<file path="src/logic/tsg_pkg.sv">
// package: register map and layout for the shared gpio ports
package tsg_pkg;
    localparam int WIDE_W = 8;
    localparam int NARROW_W = 3;
    localparam logic [15:0] WIDE_DIR_OFF = 16'hffb5;
    localparam logic [15:0] WIDE_DATA_OFF = 16'hffb7;
    localparam logic [15:0] NARROW_DIR_OFF = 16'hffb8;
    localparam logic [15:0] NARROW_DATA_OFF = 16'hffba;
    localparam logic [7:0] WIDE_RST = 8'h00;
    localparam logic [7:0] NARROW_RST = 8'hf8;
    localparam logic [7:0] NARROW_FILL = 8'hf8;
    // serial pin positions
    localparam int SER_TX_BIT = 0;
    localparam int SER_RX_BIT = 1;
    localparam int SER_CK_BIT = 2;
    // timer output pins of the wide port: bits 1,4,6,7
    localparam logic [7:0] WIDE_OUT_PINS = 8'hd2;
    // timer input pins: bits 0,2,3,5
    localparam logic [7:0] WIDE_IN_PINS = 8'h2d;
endpackage

</file>
<file path="src/logic/tsg_ports.sv">
// top: wide timer-shared port and narrow serial-shared port
// Operation
// - direction bit 1 drives pin, 0 makes it input; wide direction is 8 bits.
// - data reads return latch for outputs, pin level for inputs.
// - input pins get pull-up when latch bit is 1 and direction bit is 0, in every mode.
// - timer clock and reset inputs come from the port read path.
// - timer and pwm outputs drive pins directly, pull-up forced off.
// - reset or hardware standby clears wide registers to zero.
// - software standby keeps wide registers, pins act as plain port pins.
// - narrow port has three bits; upper bits read one, reset f8.
// - serial interface sets direction of pins it claims.
// - serial transmit drives bit 0 directly, pull-up forced off.
// - serial receive pin ignores registers except direction0 data1 pull-up.
// - serial clock pin ignores registers except direction0 data1 pull-up.
// - reset or hardware standby makes narrow pins inputs, no pull-up.
// - software standby keeps narrow registers, pins act as plain port pins.
// - narrow pin sharing is dropped in software and hardware standby.
//
// Implementation choice: the Avalon-MM slave port.
`timescale 1ns/1ps
`default_nettype none
module tsg_ports (
    // clock and reset
    input wire logic sys_clk,
    input wire logic rstn,
    // power modes
    input wire logic hw_standby,
    input wire logic sw_standby,
    // avalon-mm slave
    input wire logic [15:0] avs_address,
    input wire logic avs_read,
    input wire logic avs_write,
    input wire logic [31:0] avs_writedata,
    output logic [31:0] avs_readdata,
    output logic avs_waitrequest,
    // wide port pins
    input wire logic [7:0] wide_pin_in,
    output logic [7:0] wide_pin_out,
    output logic [7:0] wide_pin_oe,
    output logic [7:0] wide_pullup_en,
    // wide port timer side
    input wire logic [7:0] wide_tmr_sel,
    input wire logic [7:0] wide_tmr_out,
    output logic timer0_clock_in,
    output logic timer0_reset_in,
    output logic timer1_clock_in,
    output logic timer1_reset_in,
    // narrow port pins
    input wire logic [2:0] narrow_pin_in,
    output logic [2:0] narrow_pin_out,
    output logic [2:0] narrow_pin_oe,
    output logic [2:0] narrow_pullup_en,
    // narrow port serial side
    input wire logic [2:0] ser_sel,
    input wire logic [2:0] ser_oe,
    input wire logic async_transmit_line,
    input wire logic async_clock_drive,
    output logic async_receive_line,
    output logic async_serial_clock
);
    localparam int WW = tsg_pkg::WIDE_W;
    localparam int NW = tsg_pkg::NARROW_W;

    logic [7:0] wdir_r;
    logic [7:0] wdat_r;
    logic [2:0] ndir_r;
    logic [2:0] ndat_r;
    logic [7:0] wide_sync;
    logic [2:0] narrow_sync;
    logic [7:0] wide_rd;
    logic [2:0] narrow_rd;
    logic [7:0] rd_nxt;
    logic ack_r;
    logic req;
    logic hw_clr;

    ////////////////////////////////////////////////////////////////////////
    // pin input synchronisers
    tsg_sync #(.W(WW)) u_wsync (
        .sys_clk(sys_clk),
        .rstn(rstn),
        .d_in(wide_pin_in),
        .q_out(wide_sync)
    );

    tsg_sync #(.W(NW)) u_nsync (
        .sys_clk(sys_clk),
        .rstn(rstn),
        .d_in(narrow_pin_in),
        .q_out(narrow_sync)
    );

    ////////////////////////////////////////////////////////////////////////
    // bus handshake: one wait cycle, answer on second edge
    assign req = avs_read | avs_write;
    assign hw_clr = hw_standby;

    always_ff @(posedge sys_clk or negedge rstn) begin
        if (!rstn) begin
            ack_r <= 1'b0;
        end else begin
            ack_r <= req & ~ack_r;
        end
    end

    always_ff @(posedge sys_clk or negedge rstn) begin
        if (!rstn) begin
            avs_waitrequest <= 1'b1;
        end else begin
            avs_waitrequest <= ~(req & ~ack_r);
        end
    end

    ////////////////////////////////////////////////////////////////////////
    // port registers; software standby leaves them alone
    always_ff @(posedge sys_clk or negedge rstn) begin
        if (!rstn) begin
            wdir_r <= tsg_pkg::WIDE_RST;
            wdat_r <= tsg_pkg::WIDE_RST;
        end else if (hw_clr) begin
            wdir_r <= tsg_pkg::WIDE_RST;
            wdat_r <= tsg_pkg::WIDE_RST;
        end else if (avs_write && ack_r) begin
            if (avs_address == tsg_pkg::WIDE_DIR_OFF) begin
                wdir_r <= avs_writedata[7:0];
            end
            if (avs_address == tsg_pkg::WIDE_DATA_OFF) begin
                wdat_r <= avs_writedata[7:0];
            end
        end
    end

    always_ff @(posedge sys_clk or negedge rstn) begin
        if (!rstn) begin
            ndir_r <= tsg_pkg::NARROW_RST[2:0];
            ndat_r <= tsg_pkg::NARROW_RST[2:0];
        end else if (hw_clr) begin
            ndir_r <= tsg_pkg::NARROW_RST[2:0];
            ndat_r <= tsg_pkg::NARROW_RST[2:0];
        end else if (avs_write && ack_r) begin
            if (avs_address == tsg_pkg::NARROW_DIR_OFF) begin
                ndir_r <= avs_writedata[2:0];
            end
            if (avs_address == tsg_pkg::NARROW_DATA_OFF) begin
                ndat_r <= avs_writedata[2:0];
            end
        end
    end

    ////////////////////////////////////////////////////////////////////////
    // read path: latch for outputs, pin for inputs
    assign wide_rd = (wdir_r & wdat_r) | (~wdir_r & wide_sync);
    assign narrow_rd = (ndir_r & ndat_r) | (~ndir_r & narrow_sync);

    always_comb begin
        rd_nxt = 8'h00;
        case (avs_address)
            tsg_pkg::WIDE_DATA_OFF: rd_nxt = wide_rd;
            tsg_pkg::NARROW_DIR_OFF: rd_nxt = tsg_pkg::NARROW_FILL;
            tsg_pkg::NARROW_DATA_OFF: begin
                rd_nxt = tsg_pkg::NARROW_FILL | {5'h00, narrow_rd};
            end
            default: rd_nxt = 8'h00;
        endcase
    end

    // direction registers are write-only; narrow reads back as the fill, wide as zero
    always_ff @(posedge sys_clk or negedge rstn) begin
        if (!rstn) begin
            avs_readdata <= 32'h0000_0000;
        end else if (avs_read && !ack_r) begin
            avs_readdata <= {24'h00_0000, rd_nxt};
        end
    end

    ////////////////////////////////////////////////////////////////////////
    // wide port pin drive; standby forces plain port behaviour
    logic [7:0] w_tsel;
    assign w_tsel = (sw_standby | hw_clr) ? 8'h00
        : (wide_tmr_sel & tsg_pkg::WIDE_OUT_PINS);

    genvar i;
    generate
        for (i = 0; i < WW; i++) begin : g_wide
            always_ff @(posedge sys_clk or negedge rstn) begin
                if (!rstn) begin
                    wide_pin_out[i] <= 1'b0;
                    wide_pin_oe[i] <= 1'b0;
                    wide_pullup_en[i] <= 1'b0;
                end else if (w_tsel[i]) begin
                    wide_pin_out[i] <= wide_tmr_out[i];
                    wide_pin_oe[i] <= 1'b1;
                    wide_pullup_en[i] <= 1'b0;
                end else begin
                    wide_pin_out[i] <= wdat_r[i];
                    wide_pin_oe[i] <= wdir_r[i];
                    wide_pullup_en[i] <= ~wdir_r[i] & wdat_r[i];
                end
            end
        end
    endgenerate

    // timer inputs share the read path
    always_ff @(posedge sys_clk or negedge rstn) begin
        if (!rstn) begin
            timer0_clock_in <= 1'b0;
            timer0_reset_in <= 1'b0;
            timer1_clock_in <= 1'b0;
            timer1_reset_in <= 1'b0;
        end else begin
            timer0_clock_in <= wide_rd[0];
            timer0_reset_in <= wide_rd[2];
            timer1_clock_in <= wide_rd[3];
            timer1_reset_in <= wide_rd[5];
        end
    end

    ////////////////////////////////////////////////////////////////////////
    // narrow port pin drive; standby forces plain port behaviour
    logic [2:0] n_ssel;
    logic [2:0] n_sdrv;
    assign n_ssel = (sw_standby | hw_clr) ? 3'h0 : ser_sel;
    assign n_sdrv = {async_clock_drive, 1'b0, async_transmit_line};

    generate
        for (i = 0; i < NW; i++) begin : g_narrow
            always_ff @(posedge sys_clk or negedge rstn) begin
                if (!rstn) begin
                    narrow_pin_out[i] <= 1'b0;
                    narrow_pin_oe[i] <= 1'b0;
                    narrow_pullup_en[i] <= 1'b0;
                end else if (n_ssel[i]) begin
                    narrow_pin_out[i] <= n_sdrv[i];
                    // transmit always out, receive always
                    if (i == tsg_pkg::SER_TX_BIT) begin
                        narrow_pin_oe[i] <= 1'b1;
                        narrow_pullup_en[i] <= 1'b0;
                    end else if (i == tsg_pkg::SER_RX_BIT) begin
                        narrow_pin_oe[i] <= 1'b0;
                        narrow_pullup_en[i] <= ~ndir_r[i] & ndat_r[i];
                    end else begin
                        narrow_pin_oe[i] <= ser_oe[i];
                        narrow_pullup_en[i] <= ~ser_oe[i] & ~ndir_r[i]
                            & ndat_r[i];
                    end
                end else begin
                    narrow_pin_out[i] <= ndat_r[i];
                    narrow_pin_oe[i] <= ndir_r[i];
                    narrow_pullup_en[i] <= ~ndir_r[i] & ndat_r[i];
                end
            end
        end
    endgenerate

    // serial receive and clock inputs come straight from synchronised pins
    always_ff @(posedge sys_clk or negedge rstn) begin
        if (!rstn) begin
            async_receive_line <= 1'b0;
            async_serial_clock <= 1'b0;
        end else begin
            async_receive_line <= narrow_sync[tsg_pkg::SER_RX_BIT];
            async_serial_clock <= narrow_sync[tsg_pkg::SER_CK_BIT];
        end
    end

    ////////////////////////////////////////////////////////////////////////
    // assertions
    a_wide_hw_clear: assert property (
        @(posedge sys_clk) disable iff (!rstn)
        hw_standby |=> (wdir_r == 8'h00 && wdat_r == 8'h00))
        else $error("wide regs not cleared");
    a_wide_hw_pins: assert property (
        @(posedge sys_clk) disable iff (!rstn)
        hw_standby |=> ##1 (wide_pin_oe == 8'h00
        && wide_pullup_en == 8'h00))
        else $error("wide pins not plain inputs");
    a_narrow_hw_clear: assert property (
        @(posedge sys_clk) disable iff (!rstn)
        hw_standby |=> ##1 (narrow_pin_oe == 3'h0
        && narrow_pullup_en == 3'h0))
        else $error("narrow pins not plain inputs");
    a_wide_timer_drive: assert property (
        @(posedge sys_clk) disable iff (!rstn)
        w_tsel[1] |=> (wide_pin_oe[1] && !wide_pullup_en[1]
        && wide_pin_out[1] == $past(wide_tmr_out[1])))
        else $error("timer output not driving");
    a_wide_port_dir: assert property (
        @(posedge sys_clk) disable iff (!rstn)
        (w_tsel == 8'h00) |=> (wide_pin_oe == $past(wdir_r)))
        else $error("wide direction mismatch");
    a_write_land: assert property (
        @(posedge sys_clk) disable iff (!rstn)
        (avs_write && ack_r && !hw_standby
        && avs_address == tsg_pkg::WIDE_DIR_OFF)
        |=> wdir_r == $past(avs_writedata[7:0]))
        else $error("direction write lost");
    a_pullup_latch: assert property (
        @(posedge sys_clk) disable iff (!rstn)
        (w_tsel[0] == 1'b0) |=> (wide_pullup_en[0]
        == ($past(~wdir_r[0]) & $past(wdat_r[0]))))
        else $error("pull-up wrong");
    a_read_mix: assert property (
        @(posedge sys_clk) disable iff (!rstn)
        (avs_read && !ack_r && avs_address == tsg_pkg::WIDE_DATA_OFF)
        |=> avs_readdata[7:0] == $past(wide_rd))
        else $error("read value wrong");
    a_narrow_read: assert property (
        @(posedge sys_clk) disable iff (!rstn)
        (avs_read && !ack_r && avs_address == tsg_pkg::NARROW_DATA_OFF)
        |=> avs_readdata[2:0] == $past(narrow_rd))
        else $error("narrow read value wrong");
    a_narrow_fill: assert property (
        @(posedge sys_clk) disable iff (!rstn)
        (avs_read && !ack_r && avs_address == tsg_pkg::NARROW_DATA_OFF)
        |=> avs_readdata[7:3] == 5'h1f)
        else $error("narrow fill bits wrong");
    a_timer_path: assert property (
        @(posedge sys_clk) disable iff (!rstn)
        ##1 timer0_clock_in == $past(wide_rd[0]))
        else $error("timer input not on read path");
    a_tx_drive: assert property (
        @(posedge sys_clk) disable iff (!rstn)
        n_ssel[0] |=> (narrow_pin_oe[0] && !narrow_pullup_en[0]))
        else $error("transmit pin not driven");
    a_rx_input: assert property (
        @(posedge sys_clk) disable iff (!rstn)
        n_ssel[1] |=> !narrow_pin_oe[1])
        else $error("receive pin driven");
    a_rx_pullup: assert property (
        @(posedge sys_clk) disable iff (!rstn)
        n_ssel[1] |=> narrow_pullup_en[1]
        == $past(~ndir_r[1] & ndat_r[1]))
        else $error("receive pull-up wrong");
    a_clk_dir: assert property (
        @(posedge sys_clk) disable iff (!rstn)
        n_ssel[2] |=> narrow_pin_oe[2] == $past(ser_oe[2]))
        else $error("clock pin direction wrong");
    a_narrow_plain: assert property (
        @(posedge sys_clk) disable iff (!rstn)
        (n_ssel == 3'h0) |=> narrow_pin_oe == $past(ndir_r))
        else $error("narrow direction mismatch");
    a_bus_answer: assert property (
        @(posedge sys_clk) disable iff (!rstn)
        (req && ack_r == 1'b0) |=> !avs_waitrequest)
        else $error("bus answer late");

    c_wide_write: cover property (@(posedge sys_clk) disable iff (!rstn)
        avs_write && !avs_waitrequest
        && avs_address == tsg_pkg::WIDE_DIR_OFF);
    c_timer_out: cover property (@(posedge sys_clk) disable iff (!rstn)
        w_tsel != 8'h00);
    c_serial_tx: cover property (@(posedge sys_clk) disable iff (!rstn)
        n_ssel[0]);
    c_sw_standby: cover property (@(posedge sys_clk) disable iff (!rstn)
        sw_standby && wdir_r != 8'h00);
endmodule
`default_nettype wire

</file>
<file path="src/logic/tsg_sync.sv">
// pin input synchroniser: three flops, change taken when last two agree
`timescale 1ns/1ps
`default_nettype none
module tsg_sync #(
    parameter int W = 8
) (
    // clock and reset
    input wire logic sys_clk,
    input wire logic rstn,
    // data
    input wire logic [W-1:0] d_in,
    output logic [W-1:0] q_out
);
    logic [W-1:0] s1_r;
    logic [W-1:0] s2_r;
    logic [W-1:0] s3_r;

    always_ff @(posedge sys_clk or negedge rstn) begin
        if (!rstn) begin
            s1_r <= '0;
            s2_r <= '0;
            s3_r <= '0;
        end else begin
            s1_r <= d_in;
            s2_r <= s1_r;
            s3_r <= s2_r;
        end
    end

    genvar i;
    generate
        for (i = 0; i < W; i++) begin : g_bit
            always_ff @(posedge sys_clk or negedge rstn) begin
                if (!rstn) begin
                    q_out[i] <= 1'b0;
                end else if (s2_r[i] == s3_r[i]) begin
                    q_out[i] <= s3_r[i];
                end
            end
        end
    endgenerate
endmodule
`default_nettype wire
</file>
<file path="config.mk">
export PLATFORM = sky130hd
export DESIGN_NAME = tsg_ports
export DESIGN_NICKNAME = d
export VERILOG_FILES = /design/src/logic/tsg_pkg.sv /design/src/logic/tsg_ports.sv /design/src/logic/tsg_sync.sv
export SDC_FILE = /design/constraint.sdc
export NUM_CORES = 1
export LEC_CHECK = 0
export BUFFER_PORTS_ARGS = -buffer_cell sky130_fd_sc_hd__buf_4
export CAP_MARGIN = 20
export CORE_MARGIN = 5
export CORE_UTILIZATION = 40
export CTS_CLUSTER_DIAMETER = 60
export DETAILED_ROUTE_END_ITERATION = 8
export PLACE_DENSITY = 0.77
export SYNTH_ARGS = -nofsm -noshare
export SYNTH_HDL_FRONTEND = slang
export SYNTH_HIERARCHICAL = 1
export SYNTH_SLANG_ARGS = --single-unit
</file>
<file path="constraint.sdc">
create_clock -name sys_clk -period 1.2 [get_ports sys_clk]
set_input_delay 0.18 -clock sys_clk [delete_from_list [all_inputs] [get_ports sys_clk]]
set_output_delay 0.18 -clock sys_clk [all_outputs]
set_load 0.01 [all_outputs]
</file>
==> summary.md <==
| Metric | Value |
|---|---|
| Clk sinks | `115` |
| Register area share after synthesis | `66.2%` |
| H-Tree Depth | `4` |
| Primary flip-flop cell chosen by synthesis mapping | `dfrtp_1` |
| Fin crit share | `111%` |
| Grt ovf | `0` |
| Kind of critical path | `flip-flop to flip-flop` |
| Setup-failing EPs final | `29` |
| WP data arrival | `1.79 ns` |
| DP Area | `5450 um2` |
| Die W | `114 um` |
| Post-synth EDFFs | `0` |
| Rows | `38` |
| Die area | `13,100 um2` |
| Worst-path clk slew | `0.06 ns` |
| Minimum clock period | `1.34 ns` |
| Switching share of power | `21.2%` |
| CTS max path bufs | `2` |
| Io pins | `161` |
| Register area | `2880 um2` |
| Worst-path fanout max | `3` |
| Cells along the critical path | `nand2b_4, or4_4, a21oi_4, a22o_2` |
| Fin area | `6800 um2` |
| Area of the multi-input gates | `1480 um2` |
| Area contributors post-synth | `dfrtp_1 66%, buf_4 4.1%, mux2_2 3.9%, nand2b_1 3.6%, mux2i_1 3.2%` |
| Largest net degree at the start of global routing | `65` |
| Post-Syn Instances | `320` |
| CORE AREA | `10,700 um2` |
| FILL cells | `819` |
| 1st-pass router iterations | `4` |
| Ys async rst share | `100%` |
| Gr usage total | `17.4%` |
| Pleak | `3.24 nW` |
| Leading area contributor after synthesis | `dfrtp_1` |
| Final GP Congestion | `0.756` |
| Relative slew slack | `66.3%` |
| Max cap viols | `0` |
| Achievable Freq | `0.747 GHz` |
| First-pass GRT wire length | `17,200 um` |
| Worst path top cell family by delay | `simple AND/OR/NAND/NOR gates` |
| Cell Pwr Density | `1430 nW/um2` |
| ANT nets after route | `0` |
| Initial Utilization | `40.5%` |
| Port Buf Inserts | `102` |
| Synth Cell Area | `4350 um2` |
| CP peak stage delay | `0.43 ns` |
| Num CTS Buffers | `17` |
| Final net count | `600` |
| Final routed DRC violation total | `0` |
| Reg power frac | `42.3%` |
| VDD IR max | `0.000771 V` |
| Critical path launch point type | `flip-flop` |
| Clock Power Share | `50.1%` |
| Cell variety after synth | `38` |
| Share of the synthesized area in the top cell type | `65.6%` |
| Wirelength, routed | `10,600 um` |
| Layout cells sized above 1 | `46.9%` |
| Setup crit end kind | `flip-flop` |
| Yosys reg bits | `115` |
| Clk root buf | `clkbuf_8` |
| Avg WL per Cell | `16.0 um` |
| Syn. warnings | `6` |
| CP Buf/Inv Count | `0` |
| Via count | `3,062` |
| P_sw | `0.00205 W` |
| Crit path required time | `1.66 ns` |
| RSZ-0062 raised after global routing | `yes` |
| Initial antenna violation count | `0` |
| Fin cells | `662` |
| Antenna cells | `0` |
| Final worst slack | `-0.138 ns` |
| Iteration-0 DRC Markers | `87` |
| Placed cell count | `587` |
| Least-Margin Pin Slew | `0.505 ns` |
| Most numerous cell in the Yosys netlist | `dfrtp_1` |
| Slew Viols, Final | `0` |
| CTS tree | `yes` |
| Int Pwr | `0.00764 W` |
| Clk_skew | `0.00528 ns` |
| Area growth, synth to finish | `56.3%` |
| Slowest cell on crit path | `or4_4` |
| Vias in the first global route | `3,367` |
| Failing checks | `setup timing` |
| Post-DP HPWL | `7120 um` |
| Combinational share of power | `7.7%` |
| Post-synth top cells | `114 x dfrtp_1, 25 x nand2b_1, 24 x buf_4, 16 x a21oi_1, 15 x mux2_2` |
| Worst hold path class | `primary input to flip-flop` |
| Setup_tns | `-1.19 ns` |
| Overall Power | `0.00970 W` |
| Drt via density | `4.63` |
| Post-Syn Area per Cell | `13.6 um2` |
| DIE HEIGHT | `114 um` |
| Final Hold Viols | `0` |
| Clock latency on the worst-skew pair | `0.51 ns` |
| Status | `finished, violations left` |
==> path summary, 6_finish.rpt <==
check | from | endpoint | slack (ns) | cells after the start
worst max register to register | ack_r | avs_readdata[1] | -0.14 | 4
min in group asynchronous | rstn | u_nsync/s1_r[1] | 0.21 | 3
worst min register to register | u_wsync/s1_r[0] | u_wsync/s2_r[0] | 0.34 | 0
worst min-delay path | hw_standby | wdat_r[2] | 0.12 | 3
worst max-delay path | ack_r | avs_readdata[1] | -0.14 | 4
max in group asynchronous | rstn | u_nsync/s1_r[0] | 0.46 | 3
==> power groups by stage <==
stage,Sequential (W),Clock [W],Combinational (W)
2_1_floorplan,0.00415,0,0.000256
3_3_place_gp,0.00415,0,0.000583
3_5_place_dp,0.00415,0,0.000601
4_1_cts,0.00410,0.00494,0.000734
5_1_grt,0.00411,0.00514,0.000807
6_report,0.00410,0.00486,0.000742
==> state kept, by name (all words and copies together), names as in the netlist, 8 cells and up <==
signal          flops
wdat_r              8
u_wsync/s2_r        8
u_wsync/s3_r        8
wide_pin_out        8
u_wsync/s1_r        8
wdir_r              8
wide_pullup_en      8
u_wsync/q_out       8
avs_readdata        8
wide_pin_oe         8
==> per-stage QoR <==
stage	setup slack [ns]	hold WS (ns)	utilization, %
6_report	-0.138	0.125	63.2
5_1_grt	-0.191	0.117	63.2
2_1_floorplan	-0.0851	-0.116	-
3_3_place_gp	-0.249	-0.00222	50.7
4_1_cts	-0.149	0.102	61.9
3_5_place_dp	-0.276	-0.00113	50.7
==> worst register-to-register path, cell delays in order, from the launching register on <==
cell      delay, ns
dfrtp_1        0.40
nand2b_4       0.15
or4_4          0.43
a21oi_4        0.16
a22o_2         0.15
==> logic make-up after synthesis <==
group,after synthesis,synth area share (%)
muxes,29,7.11
AOI/OAI and AO/OA,42,5.73
adders and majority gates,11,2.85
DFF,115,66.2
buffers and inverters,39,5.47
and+or+nand+nor,83,12.5
other,1,0.0863
==> final cells by class <==
type,instances,area share (%)
Multi-Input combinational cell,190,21.7
Inverter,8,0.442
Sequential cell,115,42.4
Timing Repair Buffer,179,24.4
Clock buffer,19,6.50
Clock inverter,11,2.01
Tap cell,140,2.58
==> placed cells by master, fill, tap and decap left out, drive strengths merged, types with 8 or more instances in the layout <==
master / instances
nand3: 13
mux2i: 14
nand2b: 25
buf: 142
nand2: 12
nor2: 9
o21ai: 16
mux2: 15
maj3: 11
a21oi: 17
dfrtp: 114
conb: 24
inv: 8
clkbuf: 19
dlygate4sd3: 37
==> layer usage <==
metal,up-vias,wire [um],global-route usage [%]
met1,1506,4230,20.9
met4,0,184,6.10
met3,17,717,5.66
met2,105,5440,29.3
met5,-,0,0
li1,1434,-,-
==> repair_timing <==
action                                 in CTS  in global routing
hold buffers                               37                  0
endpoints found under the hold margin     168                  0
setup endpoints to repair                  73                 73
gates resized for setup                    61                 27
setup buffers                               3                  3
pin swaps                                   3                 13
gates cloned                                1                  1
Power figures use the tool's default switching activity.
